File: config.mk
export PLATFORM = sky130hd
export DESIGN_NAME = inductive_readout_flat
export DESIGN_NICKNAME = d
export VERILOG_FILES = /design/src/design/inductive_pkg.sv /design/src/design/sensor_link_if.sv /design/src/design/inductive_readout.sv /design/src/flat_wrapper.sv
export SDC_FILE = /design/constraint.sdc
export NUM_CORES = 1
export LEC_CHECK = 0
export BUFFER_PORTS_ARGS = -buffer_cell sky130_fd_sc_hd__buf_2
export CAP_MARGIN = 30
export CORE_ASPECT_RATIO = 1.5
export CORE_MARGIN = 10
export CORE_UTILIZATION = 35
export CTS_BUF_LIST = sky130_fd_sc_hd__clkbuf_4 sky130_fd_sc_hd__clkbuf_8
export CTS_CLUSTER_SIZE = 30
export DETAILED_ROUTE_END_ITERATION = 10
export PLACE_DENSITY = 0.55
export SKIP_LAST_GASP = 1
export SLEW_MARGIN = 20
export SYNTH_ARGS = -nofsm -noshare
export SYNTH_HDL_FRONTEND = slang
export SYNTH_SLANG_ARGS = --single-unit
File: constraint.sdc
create_clock -name clock -period 17.57 [get_ports clock]
set_input_delay 1.757 -clock clock [delete_from_list [all_inputs] [get_ports clock]]
set_output_delay 1.757 -clock clock [all_outputs]
set_load 0.01 [all_outputs]
File: src/design/inductive_pkg.sv
// Shared constants for the inductive readout device and its host controller
package inductive_pkg;
  localparam int unsigned AW = 8;
  localparam int unsigned DW = 8;

  // Device register offsets
  localparam logic [7:0] CEILING_ADDR = 8'h01;
  localparam logic [7:0] FLOOR_ADDR   = 8'h02;
  localparam logic [7:0] CONFIG_ADDR  = 8'h04;
  localparam logic [7:0] THR_HI_ADDR  = 8'h07;
  localparam logic [7:0] THR_LO_ADDR  = 8'h09;
  localparam logic [7:0] MODE_ADDR    = 8'h0a;
  localparam logic [7:0] POWER_ADDR   = 8'h0b;
  localparam logic [7:0] STATUS_ADDR  = 8'h20;
  localparam logic [7:0] RESULT_ADDR  = 8'h22;
  localparam logic [7:0] CNT_LO_ADDR  = 8'h23;
  localparam logic [7:0] CNT_MID_ADDR = 8'h24;
  localparam logic [7:0] CNT_HI_ADDR  = 8'h25;
  localparam logic [7:0] EV_STAT_ADDR = 8'h28;
  localparam logic [7:0] EV_EN_ADDR   = 8'h29;
  localparam logic [7:0] EV_CLR_ADDR  = 8'h2a;

  // Device reset values
  localparam logic [7:0] CEILING_RST = 8'h00;
  localparam logic [7:0] FLOOR_RST   = 8'h14;
  localparam logic [7:0] CONFIG_RST  = 8'h1b;
  localparam logic [7:0] THR_HI_RST  = 8'hff;
  localparam logic [7:0] THR_LO_RST  = 8'h00;
  localparam logic [7:0] MODE_RST    = 8'h00;
  localparam logic [7:0] POWER_RST   = 8'h00;

  // Field positions and codes
  localparam int unsigned ST_OSC     = 7;
  localparam int unsigned ST_READY_N = 6;
  localparam int unsigned ST_WAKE_N  = 5;
  localparam int unsigned ST_CMP     = 4;
  localparam int unsigned POWER_BIT  = 0;
  localparam logic [2:0]  MODE_WAKE  = 3'h1;
  localparam logic [7:0]  CODE_MAX   = 8'h3f;
  localparam logic [11:0] RESP_BASE  = 12'h0c0;
  localparam logic [11:0] RESP_DIV   = 12'h003;
  localparam int unsigned EV_CONV    = 0;
  localparam int unsigned EV_CMP     = 1;
  localparam int unsigned EV_OSC     = 2;

  // Host controller registers
  localparam logic [7:0] H_ADDR_ADDR  = 8'h00;
  localparam logic [7:0] H_WDATA_ADDR = 8'h01;
  localparam logic [7:0] H_CMD_ADDR   = 8'h02;
  localparam logic [7:0] H_STAT_ADDR  = 8'h03;
  localparam logic [7:0] H_RDATA_ADDR = 8'h04;
  localparam logic [7:0] H_EV_ADDR    = 8'h05;
  localparam logic [7:0] H_EN_ADDR    = 8'h06;
  localparam logic [7:0] H_CLR_ADDR   = 8'h07;
  localparam int unsigned CMD_WRITE   = 0;
  localparam int unsigned CMD_READ    = 1;
  localparam int unsigned HEV_DONE    = 0;
  localparam int unsigned HEV_REFUSED = 1;
  localparam int unsigned HEV_ATTN    = 2;

  // Sensor ticks per conversion: response time divided by three
  // Response time reaches 6144, so it needs 13 bits before the divide
  function automatic logic [11:0] ticks_per_result(input logic [2:0] code);
    logic [13:0] resp;
    logic [13:0] ticks;
    resp  = (code < 3'h2) ? {2'b00, RESP_BASE} :
            {2'b00, RESP_BASE} << (code - 3'h2);
    ticks = resp / {2'b00, RESP_DIV};
    return ticks[11:0];
  endfunction : ticks_per_result
endpackage : inductive_pkg

File: src/design/sensor_link_if.sv
// Register link between host controller and readout device
`timescale 1ns/1ps
`default_nettype none
interface sensor_link_if;
  logic [7:0] addr;
  logic [7:0] wdata;
  logic       wr;
  logic       rd;
  logic [7:0] rdata;
  logic       attention;
  modport device (input addr, wdata, wr, rd, output rdata, attention);
  modport host   (output addr, wdata, wr, rd, input rdata, attention);
endinterface : sensor_link_if
`default_nettype wire

File: src/design/inductive_readout.sv
// Result and status readout of the inductance-to-digital converter
//
// Chosen here: the plain strobed port.
`timescale 1ns/1ps
`default_nettype none
module inductive_readout (
  input  wire logic         clock,
  input  wire logic         rst,
  sensor_link_if.device     link,
  input  wire logic         sensor_tick,
  input  wire logic         osc_stalled,
  input  wire logic         below_floor,
  input  wire logic         above_ceiling,
  input  wire logic [7:0]   raw_impedance,
  output logic      [7:0]   floor_code,
  output logic      [7:0]   ceiling_code,
  output logic      [1:0]   amplitude,
  output logic              converting
);
  import inductive_pkg::*;

  logic [7:0]  ceiling_q;
  logic [7:0]  floor_q;
  logic [7:0]  config_q;
  logic [7:0]  thr_hi_q;
  logic [7:0]  thr_lo_q;
  logic [2:0]  mode_q;
  logic        power_q;
  logic [11:0] tick_cnt_q;
  logic [23:0] clk_cnt_q;
  logic        conv_done;
  logic [7:0]  clipped;
  logic [7:0]  new_result_q;
  logic [23:0] new_count_q;
  logic [7:0]  result_q;
  logic [23:0] count_q;
  logic        fresh_q;
  logic        cmp_q;
  logic        wake_hit_q;
  logic        osc_q;
  logic [2:0]  ev_q;
  logic [2:0]  ev_en_q;
  logic [2:0]  ev_set;
  logic [2:0]  ev_clr;
  logic [7:0]  status;
  logic [7:0]  rdata_q;
  logic        result_read;
  logic        cmp_next;

  assign result_read = link.rd && (link.addr == RESULT_ADDR);

  // Configuration registers
  always_ff @(posedge clock) begin
    if (rst) begin
      ceiling_q <= CEILING_RST;
      floor_q   <= FLOOR_RST;
      config_q  <= CONFIG_RST;
      thr_hi_q  <= THR_HI_RST;
      thr_lo_q  <= THR_LO_RST;
      mode_q    <= MODE_RST[2:0];
      power_q   <= POWER_RST[POWER_BIT];
    end else if (link.wr) begin
      unique case (link.addr)
        CEILING_ADDR: ceiling_q <= link.wdata;
        FLOOR_ADDR:   floor_q   <= link.wdata;
        CONFIG_ADDR:  config_q  <= link.wdata;
        THR_HI_ADDR:  thr_hi_q  <= link.wdata;
        THR_LO_ADDR:  thr_lo_q  <= link.wdata;
        MODE_ADDR:    mode_q    <= link.wdata[2:0];
        POWER_ADDR:   power_q   <= link.wdata[POWER_BIT];
        default: ;
      endcase
    end
  end

  assign floor_code   = floor_q;
  assign ceiling_code = ceiling_q;
  assign amplitude    = config_q[4:3];
  assign converting   = power_q;

  // Conversion window counts sensor ticks and system clocks
  assign conv_done = power_q && sensor_tick &&
      (tick_cnt_q + 12'h001 >= ticks_per_result(config_q[2:0]));

  always_ff @(posedge clock) begin
    if (rst || !power_q) begin
      tick_cnt_q <= 12'h000;
      clk_cnt_q  <= 24'h000000;
    end else if (conv_done) begin
      tick_cnt_q <= 12'h000;
      clk_cnt_q  <= 24'h000001;
    end else begin
      if (sensor_tick) begin
        tick_cnt_q <= tick_cnt_q + 12'h001;
      end
      clk_cnt_q <= clk_cnt_q + 24'h000001;
    end
  end

  // Front end flags out-of-range impedance
  always_comb begin
    if (below_floor) begin
      clipped = 8'h00;
    end else if (above_ceiling) begin
      clipped = 8'hff;
    end else begin
      clipped = raw_impedance;
    end
  end

  // Latest conversion; its result reads back directly at RESULT_ADDR, its count is not yet visible to the host
  always_ff @(posedge clock) begin
    if (rst) begin
      new_result_q <= 8'h00;
      new_count_q  <= 24'h000000;
    end else if (conv_done) begin
      new_result_q <= clipped;
      new_count_q  <= clk_cnt_q;
    end
  end

  // Visible registers move only on impedance reads
  always_ff @(posedge clock) begin
    if (rst) begin
      result_q <= 8'h00;
      count_q  <= 24'h000000;
    end else if (result_read) begin
      result_q <= new_result_q;
      count_q  <= new_count_q;
    end
  end

  // Fresh result flag; a completing conversion beats the read
  always_ff @(posedge clock) begin
    if (rst) begin
      fresh_q <= 1'b0;
    end else if (conv_done) begin
      fresh_q <= 1'b1;
    end else if (result_read) begin
      fresh_q <= 1'b0;
    end
  end

  // Comparator holds between thresholds
  always_comb begin
    cmp_next = cmp_q;
    if (clipped < thr_lo_q) begin
      cmp_next = 1'b1;
    end else if (clipped > thr_hi_q) begin
      cmp_next = 1'b0;
    end
  end

  always_ff @(posedge clock) begin
    if (rst) begin
      cmp_q <= 1'b0;
    end else if (conv_done) begin
      cmp_q <= cmp_next;
    end
  end

  // Wake-up latches while enabled
  always_ff @(posedge clock) begin
    if (rst || mode_q != MODE_WAKE) begin
      wake_hit_q <= 1'b0;
    end else if (conv_done && clipped > thr_hi_q) begin
      wake_hit_q <= 1'b1;
    end
  end

  always_ff @(posedge clock) begin
    if (rst) begin
      osc_q <= 1'b0;
    end else begin
      osc_q <= osc_stalled;
    end
  end

  always_comb begin
    status             = 8'h00;
    status[ST_OSC]     = osc_q;
    status[ST_READY_N] = !fresh_q;
    status[ST_WAKE_N]  = !wake_hit_q;
    status[ST_CMP]     = cmp_q;
  end

  // Event flags; set wins over clear
  always_comb begin
    ev_set          = 3'h0;
    ev_set[EV_CONV] = conv_done;
    ev_set[EV_CMP]  = conv_done && (cmp_next != cmp_q);
    ev_set[EV_OSC]  = osc_stalled && !osc_q;
    ev_clr          = 3'h0;
    if (link.wr && link.addr == EV_CLR_ADDR) begin
      ev_clr = link.wdata[2:0];
    end
  end

  always_ff @(posedge clock) begin
    if (rst) begin
      ev_q <= 3'h0;
    end else begin
      ev_q <= (ev_q & ~ev_clr) | ev_set;
    end
  end

  always_ff @(posedge clock) begin
    if (rst) begin
      ev_en_q <= 3'h0;
    end else if (link.wr && link.addr == EV_EN_ADDR) begin
      ev_en_q <= link.wdata[2:0];
    end
  end

  assign link.attention = |(ev_q & ev_en_q);

  // Read data, one cycle after the strobe
  always_ff @(posedge clock) begin
    if (rst) begin
      rdata_q <= 8'h00;
    end else if (link.rd) begin
      unique case (link.addr)
        CEILING_ADDR: rdata_q <= ceiling_q;
        FLOOR_ADDR:   rdata_q <= floor_q;
        CONFIG_ADDR:  rdata_q <= config_q;
        THR_HI_ADDR:  rdata_q <= thr_hi_q;
        THR_LO_ADDR:  rdata_q <= thr_lo_q;
        MODE_ADDR:    rdata_q <= {5'h00, mode_q};
        POWER_ADDR:   rdata_q <= {7'h00, power_q};
        STATUS_ADDR:  rdata_q <= status;
        RESULT_ADDR:  rdata_q <= new_result_q;
        CNT_LO_ADDR:  rdata_q <= count_q[7:0];
        CNT_MID_ADDR: rdata_q <= count_q[15:8];
        CNT_HI_ADDR:  rdata_q <= count_q[23:16];
        EV_STAT_ADDR: rdata_q <= {5'h00, ev_q};
        EV_EN_ADDR:   rdata_q <= {5'h00, ev_en_q};
        default:      rdata_q <= 8'h00;
      endcase
    end
  end

  assign link.rdata = rdata_q;
endmodule : inductive_readout
`default_nettype wire

File: src/flat_wrapper.sv
// flat-port wrapper written by rule: the top's interface ports become plain ports
module inductive_readout_flat import inductive_pkg::*;
  (clock, rst, sensor_tick, osc_stalled, below_floor, above_ceiling, raw_impedance, floor_code, ceiling_code, amplitude, converting, link_addr, link_wdata, link_wr, link_rd, link_rdata, link_attention);
  sensor_link_if link_i ();
  input  wire logic clock;
  input  wire logic rst;
  input  wire logic sensor_tick;
  input  wire logic osc_stalled;
  input  wire logic below_floor;
  input  wire logic above_ceiling;
  input  wire logic [7:0] raw_impedance;
  output logic      [7:0] floor_code;
  output logic      [7:0] ceiling_code;
  output logic      [1:0] amplitude;
  output logic converting;
  input wire logic [$bits(link_i.addr)-1:0] link_addr;
  input wire logic [$bits(link_i.wdata)-1:0] link_wdata;
  input wire logic [$bits(link_i.wr)-1:0] link_wr;
  input wire logic [$bits(link_i.rd)-1:0] link_rd;
  output wire logic [$bits(link_i.rdata)-1:0] link_rdata;
  output wire logic [$bits(link_i.attention)-1:0] link_attention;
  assign link_i.addr = link_addr;
  assign link_i.wdata = link_wdata;
  assign link_i.wr = link_wr;
  assign link_i.rd = link_rd;
  assign link_rdata = link_i.rdata;
  assign link_attention = link_i.attention;
  inductive_readout u_core (.clock(clock), .rst(rst), .link(link_i), .sensor_tick(sensor_tick), .osc_stalled(osc_stalled), .below_floor(below_floor), .above_ceiling(above_ceiling), .raw_impedance(raw_impedance), .floor_code(floor_code), .ceiling_code(ceiling_code), .amplitude(amplitude), .converting(converting));
endmodule
==> out/qor.yml <==
critical_path:
  cp_max_fo: 23
  path_common_cell: "ha_1"
  crit_path_end_kind: "register"
  crit_slowest_cell: "nor4b_4"
  setup.worst_path.start_class: "register"
  slowest_delay_ns: 0.63
  crit_required_ns: 17.92
  worstPathArrival_ns: 14.59
  crit_type: "register to register"
  critical_path.top_delay_family: "compound AO/OA/AOI/OAI gates"
  crit_buf_inv: 7
yosys:
  synth_mux_area_share_pct: 4.39
  synthAdderAreaFrac_pct: 5.93
  synth_area_mm2: 0.00903
  postSynthAreaPerCell_um2: 7.86
  ys_seq_elements: 154
  synth_flop_cell: "dfxtp_1"
  ys_async_sr_fraction_pct: 0
  synth-seq-area-share_pct: 34.1
  synth-edff-count: 0
  yosysWarningCount: 0
  synth_area_leader_cell: "dfxtp_1"
  synth-simple-area-share_pct: 26.9
  synth_nets: 1224
  ys_types: 89
  synth_xor_area_share_pct: 5.43
  synth_compound_area_share_pct: 19.0
  synthTopCellsByArea: "dfxtp_1 34%, nand2_1 7.5%, ha_1 5.8%"
  synthCells: 1150
  synth_top_area_share_pct: 34.1
  synth_top_family_by_area: "simple AND/OR/NAND/NOR gates"
drt:
  vias: 8321
  routed_wl_mm: 27.5
  wl_per_cell_um: 18.0
  viasPerCell: 5.44
  drc: 0
  drtPass1Iterations: 6
  drtAntennaViolNets: 0
  drt_iter0_drc: 492
sta:
  fin_crit_sh_pct: 81.1
  final_max_slew_viol_count: 0
  fin_skew_ns: 0.0124
  rsz0062_at_grt: "false"
  worst_slew_pin_slew_ns: 1.02
  setup_viol: 0
  max_freq_mhz: 70.2
  fin_ws_ns: 3.32
  finalCriticalPeriod_ns: 14.25
  hold_viol: 0
  maxSlewHeadroom_pct: 31.5
  fin_tns_setup_ns: 0
clock_network:
  cts_tree: "yes"
  hold_buffers: 0
  cts.sinks: 154
  clk_pin_slew_ns: 0.10
  cts_buffers: 17
  ctsResizeCount: 0
  clockRootBuffer: "clkbuf_8"
  post_cts_buffers: 0
  clockBufferDepth: 2
  cts-htree-levels: 4
  clk_latency_ns: 0.47
die:
  dieWidth_um: 151
  start_util_pct: 35.3
  die_h_um: 217
  pin_count: 60
  num_rows: 72
  core_area_mm2: 0.0256
  fp.dieArea_mm2: 0.0328
place:
  dpl.hpwl_mm: 21.0
  dp_slack_ns: 3.35
  port_buffers: 59
  postPlaceCellArea_mm2: 0.00961
  gp_congestion: 0.866
final_layout:
  layout.nets: 1257
  final_util_pct: 39.1
  area_growth_pct: 10.7
  drive_gt1_share_pct: 11.1
  fin_area_mm2: 0.0100
global_routing:
  grt_use_total_pct: 16.5
  grt_pass1_wl_mm: 43.3
  grt_start_max_net_pins: 75
  antenna_found_initial: 1
  grt.overflow.total: 0
  met1_usage_pct: 17.4
  grt_use_met3_pct: 2.41
  use_met2_pct: 30.7
  grt-busiest-layer: "met2"
  grt_pass1_vias: 8184
power:
  power_density_mw_per_mm2: 69.6
  p_leak_nw: 4.02
  irDropWorstVdd_mv: 0.0350
hold_path:
  hold_class: "register to register"
status:
  status: "finished clean"
run:
  drv_cap: 0
==> synth_stat cells, types with 9 or more instances <==
| library cell | n |
|---|---|
| nand2_1 | 180 |
| dfxtp_1 | 154 |
| nor2_1 | 139 |
| a21oi_1 | 96 |
| nand3_1 | 56 |
| clkbuf_1 | 45 |
| ha_1 | 42 |
| inv_1 | 35 |
| mux2i_1 | 34 |
| xor2_1 | 32 |
| o21ai_0 | 27 |
| xnor2_1 | 24 |
| nor3_1 | 23 |
| nand2b_1 | 22 |
| and3_1 | 19 |
| nand3b_1 | 13 |
| nand4_1 | 12 |
| a222oi_1 | 11 |
| a211oi_1 | 10 |
| and2_1 | 9 |
==> cell usage in the layout (no fill, tap or decap), types with 9 or more instances in the layout <==
| cell | Yosys | routed |
|---|---|---|
| clkbuf_8 | 0 | 17 |
| nand2b_1 | 22 | 22 |
| dfxtp_1 | 154 | 154 |
| ha_1 | 42 | 42 |
| a222oi_1 | 11 | 11 |
| nand3b_1 | 13 | 13 |
| nand2_1 | 180 | 179 |
| xor2_1 | 32 | 32 |
| nor3_1 | 23 | 23 |
| and3_1 | 19 | 19 |
| and2_1 | 9 | 9 |
| buf_4 | 2 | 10 |
| o21ai_0 | 27 | 27 |
| buf_2 | 5 | 59 |
| nand4_1 | 12 | 12 |
| a211oi_1 | 10 | 10 |
| nor2_1 | 139 | 139 |
| xnor2_1 | 24 | 24 |
| mux2i_1 | 34 | 34 |
| a21oi_1 | 96 | 96 |
| inv_1 | 35 | 35 |
| nand3_1 | 56 | 56 |
==> state kept, by name (all words and copies together), names as in the netlist, 8 cells and up <==
register             count
u_core.count_q          24
u_core.new_result_q      8
u_core.new_count_q      24
u_core.tick_cnt_q       12
u_core.ceiling_code      8
u_core.thr_lo_q          8
u_core.config_q          8
u_core.clk_cnt_q        24
u_core.thr_hi_q          8
u_core.link.rdata        8
u_core.floor_code        8
==> logic make-up after synthesis <==
kind of cell / after synthesis
and+or+nand+nor: 516
AOI/OAI and AO/OA: 246
DFF: 154
buffers and inverters: 96
xor gates and xnor gates: 56
adders and majority gates: 43
muxes: 39
==> metal layers <==
| metal | vias to the layer above | wire, um | share of wire, % |
|---|---|---|---|
| met5 | - | 0 | 0 |
| li1 | 4138 | - | - |
| met3 | 58 | 1060 | 3.8 |
| met4 | 0 | 1110 | 4.0 |
| met2 | 200 | 14700 | 54 |
| met1 | 3925 | 10600 | 39 |
==> worst register-to-register path: cells and delay by family (launching register included) <==
kind                       cells  cell delay, ns
DFF                            1            0.49
adders and majority gates      9            2.76
muxes                          4            1.28
xor gates and xnor gates       2            0.33
buffers and inverters          7            1.27
AOI/OAI and AO/OA             19            4.13
and+or+nand+nor               19            3.88
==> final cells by class <==
cell class                      count  area (um2)
Antenna cell                        1        2.50
Clock buffer                       17         234
Clock inverter                     15         153
Fill cell                        2684       15600
Inverter                           38         144
Multi-Input combinational cell    900        5570
Sequential cell                   154        3080
Tap cell                          333         417
Timing Repair Buffer               72         398
==> path summary, 6_finish.rpt <==
path                                      start                                  to  slack [ns]  depth (start not counted)
max reg2reg     u_core.config_q[1]$_SDFFE_PP1P_  u_core.new_count_q[4]$_SDFFE_PP0P_        3.32                         60
max             u_core.config_q[1]$_SDFFE_PP1P_  u_core.new_count_q[4]$_SDFFE_PP0P_        3.32                         60
min          u_core.new_count_q[2]$_SDFFE_PP0P_      u_core.count_q[2]$_SDFFE_PP0P_        0.46                          2
min reg2reg  u_core.new_count_q[2]$_SDFFE_PP0P_      u_core.count_q[2]$_SDFFE_PP0P_        0.46                          2
==> through the flow <==
step           hold WS (ns)  power (mW)  instances
2_1_floorplan         0.420       0.418       1150
3_3_place_gp          0.442       0.440       1493
3_5_place_dp          0.448       0.440       1497
4_1_cts               0.462       0.704       1529
5_1_grt               0.486       0.726       1529
6_report              0.457       0.696       1530
==> power by group <==
part	total [mW]	switching [mW]	internal (mW)	leakage [nW]
sequential	0.351	0.000940	0.350	1.24
combinational	0.0814	0.0501	0.0314	2.58
clock	0.264	0.158	0.106	0.193
total	0.696	0.209	0.488	4.02
Power figures use the tool's default switching activity.
